--- src/logic/sdcu_map.svh ---
// constants of the serial debug command unit: nibble addresses, command codes, host map
// assumes inclusion by both ends and by the bench; definitions only
`ifndef SDCU_MAP_SVH
`define SDCU_MAP_SVH

// ************************************************************
// nibble addresses
// ************************************************************
`define NA_HOLD0 4'h0
`define NA_HOLD3 4'h3
`define NA_ADDR0 4'h4
`define NA_ADDR3 4'h7
`define NA_CMD 4'h8
`define NA_MODE 4'h9

// ************************************************************
// command codes
// ************************************************************
`define CMD_PORT_WR 4'h0
`define CMD_FLASH_WR 4'h1
`define CMD_PORT_RD 4'h2
`define CMD_FLASH_RD 4'h3
`define CMD_ACC_RD 4'h4
`define CMD_PCMEM_RD 4'h5
`define CMD_PC_RD 4'h6
`define CMD_HALT 4'h7
`define CMD_START 4'h8
`define CMD_STEP 4'h9
`define CMD_PC_CLR 4'ha
`define CMD_MOD_RST 4'hb
`define CMD_NOP 4'hc
`define CMD_PAGE_ERASE 4'hd
`define CMD_PART_ERASE 4'he
`define CMD_AUX_SEL 4'hf

// ************************************************************
// interface mode values and reset values
// ************************************************************
`define MODE_FOUR_WIRE 4'h0
`define MODE_THREE_WIRE 4'h1
`define RST_HOLD 16'h0000
`define RST_ADDR 16'h0000
`define RST_CMD 4'hc
`define RST_MODE 4'h0

// ************************************************************
// host register map (byte addresses)
// ************************************************************
`define HREG_NIBBLE 4'h0
`define HREG_HOLD 4'h4
`define HREG_STATUS 4'h8
`define HNIB_ADDR_LSB 4
`define HNIB_DATA_LSB 0

`endif

--- src/logic/sdcu_pkg.sv ---
// types shared by both ends of the serial debug command unit
// assumes sdcu_map.svh on the include path
package sdcu_pkg;
  typedef enum logic [1:0] {
    ST_IDLE = 2'b00,
    ST_EXEC = 2'b01,
    ST_FLASH = 2'b10
  } dev_state_t;

  typedef struct packed {
    dev_state_t st;
    logic [15:0] hold;
    logic [15:0] addr;
    logic [3:0] cmd;
    logic [3:0] mode;
    logic three_wire;
    logic busy;
    logic halt;
    logic aux_part;
    logic port_wr;
    logic [15:0] port_wdata;
    logic [11:0] flash_addr;
    logic [7:0] flash_wdata;
    logic flash_wr;
    logic flash_rd;
    logic cpu_step;
    logic pc_clear;
    logic mod_reset;
    logic page_erase;
    logic part_erase;
  } dev_regs_t;

  typedef struct packed {
    logic nib_valid;
    logic [3:0] nib_addr;
    logic [3:0] nib_data;
    logic [31:0] rdata;
  } host_regs_t;
endpackage

--- src/logic/sdcu_link_if.sv ---
// link between the programming host end and the command unit end
// assumes both ends on the same clock; the serial framing is abstracted to nibble strobes
`timescale 1ns/1ps
interface sdcu_link_if;
  logic nibble_valid;
  logic [3:0] nibble_address;
  logic [3:0] nibble_data;
  logic [15:0] data_holding;
  logic busy;

  modport host (
    output nibble_valid,
    output nibble_address,
    output nibble_data,
    input data_holding,
    input busy
  );

  modport device (
    input nibble_valid,
    input nibble_address,
    input nibble_data,
    output data_holding,
    output busy
  );
endinterface

--- src/logic/sdcu_device.sv ---
// command unit end: nibble-loaded registers and command execution toward cpu and flash
// assumes cpu, ports and flash on clk; flash read data valid in the same cycle as flash_rd
// Notes on behaviour
// - nibble addresses 0-3 load holding register nibbles
// - nibble addresses 4-7 load address register nibbles
// - address 8 loads command, 9 loads mode
// - command 0 writes holding into selected port
// - command 1 programs holding low byte into flash
// - command 2 reads selected port into holding
// - command 3 reads flash byte; cpu halted
// - command 4 reads accumulator; cpu halted
// - command 5 reads flash at pc; halted
// - command 6 reads program counter; cpu halted
// - command 7 halts, command 8 restarts cpu
// - command 9 steps one cpu cycle
// - command a clears program counter; halted
// - command b resets modules; c does nothing
// - command d erases 64-byte page
// - command e erases whole selected partition
// - command f selects auxiliary; halt returns main
// - port access while running; cpu wins collisions
// - host halts for snapshots, restores ports
// - mode 0 four-wire, mode 1 three-wire
`timescale 1ns/1ps
`include "sdcu_map.svh"
module sdcu_device
  import sdcu_pkg::*;
(
  // clock and reset
  input wire logic clk,
  input wire logic sys_rst,
  // link to host
  sdcu_link_if.device link,
  // cpu port access
  output logic [3:0] port_sel,
  output logic port_wr,
  output logic [15:0] port_wdata,
  input wire logic [15:0] port_rdata,
  input wire logic cpu_port_active,
  // cpu state and control
  input wire logic [15:0] cpu_acc,
  input wire logic [15:0] cpu_pc,
  output logic cpu_halt,
  output logic cpu_step,
  output logic pc_clear,
  output logic mod_reset,
  // flash
  output logic [11:0] flash_addr,
  output logic [7:0] flash_wdata,
  output logic flash_wr,
  output logic flash_rd,
  input wire logic [7:0] flash_rdata,
  output logic page_erase,
  output logic part_erase,
  output logic aux_part,
  // serial pin mode
  output logic three_wire
);

  dev_regs_t q;
  dev_regs_t d;

  // replace one nibble of a 16-bit word
  function automatic logic [15:0] put_nibble(input logic [15:0] w, input logic [1:0] idx,
                                              input logic [3:0] nib);
    logic [15:0] r;
    r = w;
    r[{idx, 2'b00} +: 4] = nib;
    return r;
  endfunction

  // ************************************************************
  // next state
  // ************************************************************
  always_comb
  begin
    d = q;
    // strobes last one cycle
    d.port_wr = 1'b0;
    d.flash_wr = 1'b0;
    d.flash_rd = 1'b0;
    d.cpu_step = 1'b0;
    d.pc_clear = 1'b0;
    d.mod_reset = 1'b0;
    d.page_erase = 1'b0;
    d.part_erase = 1'b0;
    d.three_wire = (q.mode == `MODE_THREE_WIRE);
    case (q.st)
      ST_IDLE:
      begin
        // nibbles arriving during execution are dropped so the command stays coherent
        if (link.nibble_valid)
        begin
          if (link.nibble_address <= `NA_HOLD3)
          begin
            d.hold = put_nibble(q.hold, link.nibble_address[1:0], link.nibble_data);
          end
          else if (link.nibble_address <= `NA_ADDR3)
          begin
            d.addr = put_nibble(q.addr, link.nibble_address[1:0], link.nibble_data);
          end
          else if (link.nibble_address == `NA_CMD)
          begin
            d.cmd = link.nibble_data;
            d.st = ST_EXEC; // exactly one execution per command write
            d.busy = 1'b1;
          end
          else if (link.nibble_address == `NA_MODE)
          begin
            d.mode = link.nibble_data;
          end
          // addresses a-f: no register changes
        end
      end
      ST_EXEC:
      begin
        d.st = ST_IDLE;
        d.busy = 1'b0;
        case (q.cmd)
          `CMD_PORT_WR:
          begin
            // the cpu owns the ports in a colliding cycle, so wait it out
            if (cpu_port_active)
            begin
              d.st = ST_EXEC;
              d.busy = 1'b1;
            end
            else
            begin
              d.port_wr = 1'b1;
              d.port_wdata = q.hold;
            end
          end
          `CMD_FLASH_WR:
          begin
            d.flash_wr = 1'b1;
            d.flash_addr = q.addr[11:0];
            d.flash_wdata = q.hold[7:0];
          end
          `CMD_PORT_RD:
          begin
            if (cpu_port_active)
            begin
              d.st = ST_EXEC;
              d.busy = 1'b1;
            end
            else
            begin
              d.hold = port_rdata;
            end
          end
          `CMD_FLASH_RD:
          begin
            d.flash_rd = 1'b1;
            d.flash_addr = q.addr[11:0];
            d.st = ST_FLASH;
            d.busy = 1'b1;
          end
          `CMD_ACC_RD: d.hold = cpu_acc;
          `CMD_PCMEM_RD:
          begin
            d.flash_rd = 1'b1;
            d.flash_addr = cpu_pc[11:0];
            d.st = ST_FLASH;
            d.busy = 1'b1;
          end
          `CMD_PC_RD: d.hold = cpu_pc;
          `CMD_HALT:
          begin
            d.halt = 1'b1;
            d.aux_part = 1'b0; // halt returns selection to main
          end
          `CMD_START: d.halt = 1'b0;
          `CMD_STEP: d.cpu_step = 1'b1; // cpu runs one cycle on this pulse
          `CMD_PC_CLR: d.pc_clear = 1'b1;
          `CMD_MOD_RST: d.mod_reset = 1'b1;
          `CMD_NOP: d.st = ST_IDLE;
          `CMD_PAGE_ERASE:
          begin
            d.page_erase = 1'b1;
            d.flash_addr = {q.addr[11:6], 6'h00};
          end
          `CMD_PART_ERASE: d.part_erase = 1'b1; // size follows aux_part
          `CMD_AUX_SEL: d.aux_part = 1'b1;
          default: d.st = ST_IDLE;
        endcase
      end
      ST_FLASH:
      begin
        // flash answers in the cycle the read strobe is high
        d.hold = {q.hold[15:8], flash_rdata};
        d.st = ST_IDLE;
        d.busy = 1'b0;
      end
      default:
      begin
        d.st = ST_IDLE;
        d.busy = 1'b0;
      end
    endcase
  end

  // ************************************************************
  // state register
  // ************************************************************
  always_ff @(posedge clk or posedge sys_rst)
  begin
    if (sys_rst)
    begin
      q <= '0;
      q.st <= ST_IDLE;
      q.hold <= `RST_HOLD;
      q.addr <= `RST_ADDR;
      q.cmd <= `RST_CMD;
      q.mode <= `RST_MODE;
    end
    else
    begin
      q <= d;
    end
  end

  // ************************************************************
  // outputs, all straight from flops
  // ************************************************************
  assign link.data_holding = q.hold;
  assign link.busy = q.busy;
  assign port_sel = q.addr[3:0];
  assign port_wr = q.port_wr;
  assign port_wdata = q.port_wdata;
  assign cpu_halt = q.halt;
  assign cpu_step = q.cpu_step;
  assign pc_clear = q.pc_clear;
  assign mod_reset = q.mod_reset;
  assign flash_addr = q.flash_addr;
  assign flash_wdata = q.flash_wdata;
  assign flash_wr = q.flash_wr;
  assign flash_rd = q.flash_rd;
  assign page_erase = q.page_erase;
  assign part_erase = q.part_erase;
  assign aux_part = q.aux_part;
  assign three_wire = q.three_wire;

endmodule

--- src/flat_wrapper.sv ---
// flat-port wrapper written by rule: the top's interface ports become plain ports
module sdcu_device_flat import sdcu_pkg::*;
  (clk, sys_rst, port_sel, port_wr, port_wdata, port_rdata, cpu_port_active, cpu_acc, cpu_pc, cpu_halt, cpu_step, pc_clear, mod_reset, flash_addr, flash_wdata, flash_wr, flash_rd, flash_rdata, page_erase, part_erase, aux_part, three_wire, link_nibble_valid, link_nibble_address, link_nibble_data, link_data_holding, link_busy);
  sdcu_link_if link_i ();
  input wire logic clk;
  input wire logic sys_rst;
  output logic [3:0] port_sel;
  output logic port_wr;
  output logic [15:0] port_wdata;
  input wire logic [15:0] port_rdata;
  input wire logic cpu_port_active;
  input wire logic [15:0] cpu_acc;
  input wire logic [15:0] cpu_pc;
  output logic cpu_halt;
  output logic cpu_step;
  output logic pc_clear;
  output logic mod_reset;
  output logic [11:0] flash_addr;
  output logic [7:0] flash_wdata;
  output logic flash_wr;
  output logic flash_rd;
  input wire logic [7:0] flash_rdata;
  output logic page_erase;
  output logic part_erase;
  output logic aux_part;
  output logic three_wire;
  input wire logic [$bits(link_i.nibble_valid)-1:0] link_nibble_valid;
  input wire logic [$bits(link_i.nibble_address)-1:0] link_nibble_address;
  input wire logic [$bits(link_i.nibble_data)-1:0] link_nibble_data;
  output wire logic [$bits(link_i.data_holding)-1:0] link_data_holding;
  output wire logic [$bits(link_i.busy)-1:0] link_busy;
  assign link_i.nibble_valid = link_nibble_valid;
  assign link_i.nibble_address = link_nibble_address;
  assign link_i.nibble_data = link_nibble_data;
  assign link_data_holding = link_i.data_holding;
  assign link_busy = link_i.busy;
  sdcu_device u_core (.clk(clk), .sys_rst(sys_rst), .link(link_i), .port_sel(port_sel), .port_wr(port_wr), .port_wdata(port_wdata), .port_rdata(port_rdata), .cpu_port_active(cpu_port_active), .cpu_acc(cpu_acc), .cpu_pc(cpu_pc), .cpu_halt(cpu_halt), .cpu_step(cpu_step), .pc_clear(pc_clear), .mod_reset(mod_reset), .flash_addr(flash_addr), .flash_wdata(flash_wdata), .flash_wr(flash_wr), .flash_rd(flash_rd), .flash_rdata(flash_rdata), .page_erase(page_erase), .part_erase(part_erase), .aux_part(aux_part), .three_wire(three_wire));
endmodule
--- config.mk ---
export PLATFORM = sky130hd
export DESIGN_NAME = sdcu_device_flat
export DESIGN_NICKNAME = d
export VERILOG_FILES = /design/src/logic/sdcu_pkg.sv /design/src/logic/sdcu_link_if.sv /design/src/logic/sdcu_device.sv /design/src/flat_wrapper.sv
export VERILOG_INCLUDE_DIRS = /design/src /design/src/logic
export SDC_FILE = /design/constraint.sdc
export NUM_CORES = 1
export LEC_CHECK = 0
export BUFFER_PORTS_ARGS = -buffer_cell sky130_fd_sc_hd__buf_2
export CAP_MARGIN = 20
export CORE_MARGIN = 2
export CORE_UTILIZATION = 50
export CTS_CLUSTER_DIAMETER = 60
export CTS_CLUSTER_SIZE = 10
export DETAILED_ROUTE_END_ITERATION = 8
export PLACE_DENSITY = 0.89
export SLEW_MARGIN = 20
export SYNTH_ARGS = -nofsm -noshare
export SYNTH_HDL_FRONTEND = slang
export SYNTH_SLANG_ARGS = --single-unit
--- constraint.sdc ---
create_clock -name clk -period 5.2 [get_ports clk]
set_input_delay 0.52 -clock clk [delete_from_list [all_inputs] [get_ports clk]]
set_output_delay 0.52 -clock clk [all_outputs]
set_load 0.005 [all_outputs]
Yosys cells after proc, flatten, opt, wreduce, memory -nomap -nowiden. Index checks and enable logic that the tools add are counted.

Bits in registers: 90. Bits of input ports: 68. Output and inout port bits: 68.

Add/subtract/negate cells: 1. Order comparisons: 2. Eq/ne operators: 26. Shift-type cells: 2. Mux-type cells: 39. Bitwise gates (word level): 5. Reduce and logical (&&, ||, !) cells: 21.

Operator list (count): $pmux 16 s3 (2); $mux 16 (3); $mux 44 (1); $mux 42 (1); $eq 4x4->1 const B (9); $pmux 12 s3 (1); $mux 17 (2); $bwmux 16 (2); $mux 24 (1); $eq 4x3->1 const B (4); $shift 4x6->16 const A (1); $shiftx 4x6->16 (1); $mux 1 (12); $mux 4 (3); $reduce_and 6->1 (2); $reduce_and 5->1 (2); $mux 9 (1); $eq 4x1->1 const B (2); $eq 4x2->1 const B (2); $mux 8 (1); $pmux 1 s2 (4); $pmux 2 s2 (2); $reduce_and 2->1 (4); $reduce_and 4->1 (2); 17 further kinds (31).

Logic depth before layout (Yosys ltp). Gate-level depths: netlist of the first run.

Word-level depth: 7. Gate-level depth with buffers: 8.

Worst setup path before layout of the first run. OpenSTA, ideal clock, no wires.

Path kind: register to register. Start: register u_core.q[89] in the netlist's numbering. End: register u_core.q (netlist bit u_core.port_wdata[0]). Arrival time: 1.878 ns. Data required time: 5.075 ns. Slack: 3.197 ns. Stages on the path, launching flop included: 9. Buffers on the path: 2. Period minus slack after synthesis: 2.003 ns. Cells stage by stage: dfrtp_1 inv_1 ha_1 nor2b_4 nand2b_2 or4_1 buf_6 buf_8 mux2_4.

Longest elaborated chain between the ends: 2.

Ends and longest elaborated chain: start, declared (line sdcu_device.sv:60) `dev_regs_t q;`; $eq 2x1->1 (line sdcu_device.sv:88) `case (q.st)`; $reduce_and 3->1 (no line).

No other way between the ends. A chain may end at the register's enable or synchronous reset.

Final worst setup path of the first run.
Start: register u_core.q[89] in the netlist's numbering. End: register u_core.q (netlist bit u_core.port_wdata[8]).

The elaborated chain is that of the path after synthesis.

==> results.py, run 1 <==
metrics = {
    "synth": {
        "synth-seq-cells": 86,
        "yosys_warnings": 0,
        "synth-async-reset-ratio": 1.00,
        "synth_edf_count": 0,
        "ys_seq_area_frac": 0.440,
        "ys.flop_type": "dfrtp_1",
        "syn-cell-area_mm2": 0.00490,
        "syn_nets": 531,
        "avgSynthCellArea_um2": 10.8,
        "yosysUniqueCellTypes": 45,
        "synthCells": 454,
    },
    "worst_hold_path": {
        "hold_class": "in -> async",
    },
    "finish": {
        "layout_commonest_cell": "buf_2",
        "seqCellArea_mm2": 0.00215,
        "finalInstanceArea_mm2": 0.00544,
        "syn_to_final_growth_pct": 10.9,
        "drive_above_1_share": 0.420,
        "layout_common_cells": "buf_2 (135), dfrtp_1 (84), mux2_2 (49), nand2_1 (45), o21ai_0 (28)",
        "fillCellCount": 886,
        "diodes": 0,
        "finalNetCount": 593,
        "multi_input_area_mm2": 0.00214,
        "instances_no_fill": 654,
    },
    "timing": {
        "setup_viol": 0,
        "max_freq_mhz": 361,
        "finClkSkew_ns": 0.00849,
        "final.setup.tns_ns": 0,
        "period_share": 0.533,
        "hold_viol_final": 0,
        "post-route-min-period_ns": 2.77,
        "worstMarginPinSlew_ns": 1.08,
        "rsz0062_at_grt": "false",
        "setup_ws_ns": 2.43,
        "slew_headroom": 0.277,
        "drv_slew": 0,
    },
    "cts": {
        "hold_buffers": 0,
        "numCtsBuffers": 9,
        "cts.sinks": 86,
        "clkTransAtPathRegs_ns": 0.09,
        "clock_latency_ns": 0.35,
        "cts_setup_buffers": 0,
        "htreeDepth": 3,
        "cts_buffer_depth": 2,
        "cts_resized": 0,
        "cts-root-buf": "clkbuf_8",
        "cts_tree": "yes",
    },
    "global_routing": {
        "grt_max_degree": 87,
        "grt_pass1_vias": 3537,
        "antenna_found_initial": 1,
        "grt_pass1_wl_mm": 17.9,
        "overflow": 0,
        "grtUsageTotal": 0.220,
    },
    "routing": {
        "drt-total-wl_mm": 11.5,
        "vias": 3594,
        "drcViolationCount": 0,
        "routedWlPerCell_um": 17.5,
        "drtIter0Drc": 206,
        "final_antenna_net_count": 0,
        "vias_per_cell": 5.50,
        "first_pass_iters": 5,
    },
    "pwr": {
        "ir_drop_v": 0.000196,
        "p_sw_frac": 0.352,
        "power_leakage_nw": 2.68,
        "seq_power_share": 0.409,
        "power_frac_clock": 0.208,
        "power.switching_w": 0.000957,
        "power_frac_comb": 0.383,
        "p_int_w": 0.00176,
        "p_per_area_mw_per_mm2": 499,
    },
    "floorplanning": {
        "die_height_um": 103,
        "start_util": 0.508,
        "core-area_mm2": 0.00964,
        "die_w_um": 103,
        "pin_count": 136,
        "fp-row-count": 36,
        "dieArea_mm2": 0.0106,
    },
    "place": {
        "pre_cts_ws_ns": 2.47,
        "place.gp.congestion": 0.933,
        "dp.cells": 638,
        "numPortBuffers": 135,
        "dp_hpwl_mm": 8.59,
        "post_dp_cell_area_mm2": 0.00519,
    },
    "status": {
        "outcome": "completed",
    },
    "worst_setup_path": {
        "worstSetupPathType": "reg -> reg",
        "crit_arrival_ns": 3.01,
        "startpoint": "u_core.q[89]",
        "crit_path_start_kind": "flop",
        "worstPathRequired_ns": 5.44,
        "worstSetupEndpointType": "flop",
        "cp_max_fo": 17,
        "r2r_start": "u_core.q[89]",
    },
    "run": {
        "max_cap_viol_count": 0,
    },
}
[critical path, stage by stage (launching register included)]
cell	delay, ns
dfrtp_1	0.43
inv_1	0.11
ha_1	0.43
nor2b_4	0.26
nand2b_2	0.09
or4_1	0.87
mux2_4	0.46
[power groups by stage]
stage	sequential (W)	combinational (W)	clock (W)
after CTS	0.00111	0.00104	0.000575
after detailed placement	0.00112	0.00104	0
after global placement	0.00111	0.000994	0
after floorplan	0.00101	0.000991	0
final	0.00111	0.00104	0.000564
after global routing	0.00115	0.00115	0.000605
[synth_stat cells, drive strengths merged (3+ instances only)]
library cell	number	area share
dfrtp	84	0.43
buf	69	0.10
mux2	58	0.14
nand2	45	0.034
o21ai	28	0.029
mux2i	25	0.051
clkbuf	17	0.013
nand4	17	0.022
nor2b	15	0.021
inv	10	0.0077
ha	9	0.023
a2bb2oi	8	0.014
a32oi	8	0.014
o2bb2ai	8	0.014
nand3	7	0.0071
nor3b	6	0.010
nand2b	4	0.0056
nor2	4	0.0031
o211ai	4	0.0061
a31oi	3	0.0038
and2	3	0.0038
[final timing paths]
kind / depth (start not counted) / slack [ns] / to
max in group asynchronous: 3 / 4.30 / u_core.link.data_holding[1]
max reg2reg: 6 / 2.43 / u_core.port_wdata[8]
min reg2reg: 1 / 0.44 / u_core.three_wire
min: 3 / 0.35 / u_core.port_wdata[5]
max: 6 / 2.43 / u_core.port_wdata[8]
min in group clk: 1 / 0.44 / u_core.three_wire
[cell type report]
| type | count | share of cell area |
|---|---|---|
| sequential | 86 | 0.396 |
| tap | 133 | 0.0306 |
| timing repair buffer | 137 | 0.128 |
| clock inverter | 5 | 0.0196 |
| inverter | 10 | 0.00713 |
| clock buffer | 11 | 0.0242 |
| multi-input combinational | 272 | 0.394 |
[logic make-up after synthesis]
kind of cell / after synthesis / synth area share
and+or+nand+nor: 115 / 0.131
adders and majority gates: 9 / 0.0230
AOI/OAI and AO/OA: 64 / 0.0891
xor gates and xnor gates: 1 / 0.00179
muxes: 83 / 0.191
buffers and inverters: 96 / 0.124
DFF: 86 / 0.440
[through the flow]
step | power, W | utilization | hold slack, ns
after global routing | 0.00290 | 0.564 | 0.425
after CTS | 0.00273 | 0.563 | 0.445
after floorplan | 0.00201 | - | 0.405
after global placement | 0.00210 | 0.538 | 0.419
final | 0.00272 | 0.564 | 0.352
after detailed placement | 0.00216 | 0.538 | 0.436
[layer usage]
metal  global-route usage  vias to the layer above  part of all wire  wire length, µm
met3               0.0556                       15             0.074              851
li1                     -                     1681                 -                -
met2                0.370                      145              0.49             5670
met4               0.0577                        0             0.013              148
met1                0.285                     1753              0.42             4790
met5                    0                        -                 0                0
Power figures use the tool's default switching activity.
==> inputs of run 2 (changes only) <==
--- a/config.mk
+++ b/config.mk
@@ -6,6 +6,7 @@
 export SDC_FILE = /design/constraint.sdc
 export NUM_CORES = 1
 export LEC_CHECK = 0
+export ABC_AREA = 1
 export BUFFER_PORTS_ARGS = -buffer_cell sky130_fd_sc_hd__buf_2
 export CAP_MARGIN = 20
 export CORE_MARGIN = 2
@@ -13,7 +14,7 @@
 export CTS_CLUSTER_DIAMETER = 60
 export CTS_CLUSTER_SIZE = 10
 export DETAILED_ROUTE_END_ITERATION = 8
-export PLACE_DENSITY = 0.89
+export PLACE_DENSITY = 0.88
 export SLEW_MARGIN = 20
 export SYNTH_ARGS = -nofsm -noshare
 export SYNTH_HDL_FRONTEND = slang
==> constraint.sdc (replaced) <==
create_clock -name clk -period 2.8 [get_ports clk]
set_input_delay 0.28 -clock clk [delete_from_list [all_inputs] [get_ports clk]]
set_output_delay 0.28 -clock clk [all_outputs]
set_load 0.005 [all_outputs]
==> results.py, run 2 <==
metrics = {
    "status": {
        "outcome": "complete, but fails checks",
        "violations": "negative hold slack",
    },
    "timing": {
        "drv_slew": 0,
        "worstMarginPinSlew_ns": 0.694,
        "setup_viol": 0,
        "period_share": 0.651,
        "hold_viol_final": 19,
        "finClkSkew_ns": 0.0126,
        "final.setup.tns_ns": 0,
        "rsz0062_at_grt": "false",
        "max_freq_mhz": 548,
        "post-route-min-period_ns": 1.82,
        "slew_headroom": 0.537,
        "whs_ns": -0.0141,
    },
    "finish": {
        "finalNetCount": 824,
        "layout_common_cells": "nand2_1 (216), buf_2 (135), dfrtp_1 (84), inv_1 (68), nand3_1 (52)",
        "fillCellCount": 995,
        "diodes": 0,
        "finalInstanceArea_mm2": 0.00567,
        "drive_above_1_share": 0.269,
        "instances_no_fill": 888,
        "layout_commonest_cell": "nand2_1",
        "syn_to_final_growth_pct": 9.81,
    },
    "floorplanning": {
        "die_height_um": 106,
        "core-area_mm2": 0.0102,
        "pin_count": 136,
        "die_w_um": 106,
        "dieArea_mm2": 0.0112,
        "start_util": 0.507,
        "fp-row-count": 37,
    },
    "global_routing": {
        "antenna_found_initial": 0,
        "overflow": 0,
        "grt_pass1_vias": 4295,
        "grt_pass1_wl_mm": 20.9,
        "grtUsageTotal": 0.240,
        "grt_max_degree": 48,
    },
    "routing": {
        "drt-total-wl_mm": 12.9,
        "drtIter0Drc": 290,
        "drcViolationCount": 0,
        "routedWlPerCell_um": 14.5,
        "final_antenna_net_count": 0,
        "vias_per_cell": 5.06,
        "first_pass_iters": 5,
        "vias": 4493,
    },
    "cts": {
        "cts_setup_buffers": 0,
        "hold_buffers": 0,
        "clock_latency_ns": 0.38,
        "cts_tree": "yes",
        "cts_buffer_depth": 2,
        "cts.sinks": 86,
        "cts-root-buf": "clkbuf_8",
        "numCtsBuffers": 9,
        "htreeDepth": 3,
        "cts_resized": 0,
        "clkTransAtPathRegs_ns": 0.10,
    },
    "worst_setup_path": {
        "worstSetupEndpointType": "flop",
        "crit_path_start_kind": "flop",
        "r2r_start": "u_core.q[52]",
        "startpoint": "u_core.q[52]",
        "worstSetupPathType": "reg -> reg",
        "worstPathRequired_ns": 3.05,
        "crit_arrival_ns": 2.08,
        "cp_max_fo": 32,
    },
    "synth": {
        "ys.flop_type": "dfrtp_1",
        "synth-async-reset-ratio": 1.00,
        "synthTopCellsByCount": "nand2_1 (216), dfrtp_1 (84), inv_1 (69)",
        "syn-cell-area_mm2": 0.00517,
        "synth.largest_area_cell": "dfrtp_1",
        "synth-seq-cells": 86,
        "yosysTopAreaCellShare": 0.407,
        "avgSynthCellArea_um2": 7.69,
        "ys_seq_area_frac": 0.417,
        "synth_edf_count": 0,
        "yosysUniqueCellTypes": 36,
        "synth.area.top_cells": "dfrtp_1 (41%), nand2_1 (16%), buf_4 (8.7%)",
        "yosysMostFrequentCell": "nand2_1",
        "synthCells": 672,
        "syn_nets": 749,
        "yosys_warnings": 0,
    },
    "place": {
        "place.gp.congestion": 0.943,
        "dp_hpwl_mm": 10.0,
        "dp.cells": 872,
        "numPortBuffers": 135,
        "post_dp_cell_area_mm2": 0.00549,
    },
    "worst_hold_path": {
        "hold_class": "in -> async",
    },
    "pwr": {
        "p_per_area_mw_per_mm2": 968,
        "ir_drop_v": 0.000428,
        "power_leakage_nw": 3.03,
        "p_total_w": 0.00549,
    },
    "run": {
        "max_cap_viol_count": 0,
    },
}
## run 2: changes by cell type after synthesis, sizes merged, moves of 8 or more
| cell | before | now |
|---|---|---|
| a21oi | 2 | 25 |
| nor2 | 4 | 38 |
| nor2b | 15 | 0 |
| nand4 | 17 | 6 |
| mux2i | 25 | 4 |
| clkbuf | 17 | 2 |
| mux2 | 58 | 0 |
| a2bb2oi | 8 | 0 |
| o2bb2ai | 8 | 0 |
| a32oi | 8 | 0 |
| nand3 | 7 | 57 |
| nand2 | 45 | 219 |
| o21ai | 28 | 63 |
| inv | 10 | 81 |
## run 2: final timing paths
kind / endpoint / slack [ns] / depth (start not counted)
max: u_core.port_wdata[3] / 0.98 / 6
min: u_core.port_wdata[3] / -0.01 / 2
max reg2reg: u_core.port_wdata[3] / 0.98 / 6
min reg2reg: u_core.three_wire / 0.45 / 1
max in group asynchronous: u_core.q[55] / 2.08 / 3
min in group clk: u_core.port_wr / 0.12 / 2
## run 2: worst max-delay path, cell delays in order (launching register included)
cell and delay, ns:
dfrtp_1 0.51, nor2_4 0.44, nand2_2 0.13, nor3_4 0.19, inv_2 0.24, nand2_1 0.12
o21ai_1 0.07
## run 2: power by group
| part | internal (W) | switching [W] | leakage [nW] | total [W] |
|---|---|---|---|---|
| logic | 0.000945 | 0.00160 | 1.85 | 0.00254 |
| registers | 0.00177 | 0.000345 | 1.10 | 0.00212 |
| clock network | 0.000338 | 0.000493 | 0.0894 | 0.000832 |
| total | 0.00305 | 0.00244 | 3.03 | 0.00549 |
## run 2: logic make-up after synthesis
family	Yosys count	synth area share
buffers and inverters	154	0.166
adders and majority gates	9	0.0218
and+or+nand+nor	325	0.281
DFF	86	0.417
AOI/OAI and AO/OA	94	0.106
muxes	4	0.00775
## run 2: metrics by stage
step / util / setup slack, ns
2_1_floorplan: - / 0.301
3_3_place_gp: 0.539 / 0.956
3_5_place_dp: 0.539 / 0.907
4_1_cts: 0.557 / 0.976
5_1_grt: 0.557 / 0.807
6_report: 0.557 / 0.976
## run 2: metal layers
layer,vias to the layer above,GRT usage,routed length (µm),share of wire
met5,-,0,0,0
met4,0,0.0912,289,0.022
met3,23,0.0427,890,0.069
met2,167,0.403,6310,0.49
met1,2081,0.311,5370,0.42
li1,2222,-,-,-
## run 2: cell type report
| cell class | instances | area [µm²] | area share |
|---|---|---|---|
| clock inverter | 6 | 53.8 | 0.00948 |
| inverter | 81 | 310 | 0.0547 |
| multi-input combinational | 432 | 2150 | 0.380 |
| tap | 136 | 170 | 0.0300 |
| sequential | 86 | 2150 | 0.380 |
| timing repair buffer | 137 | 703 | 0.124 |
| clock buffer | 10 | 128 | 0.0225 |
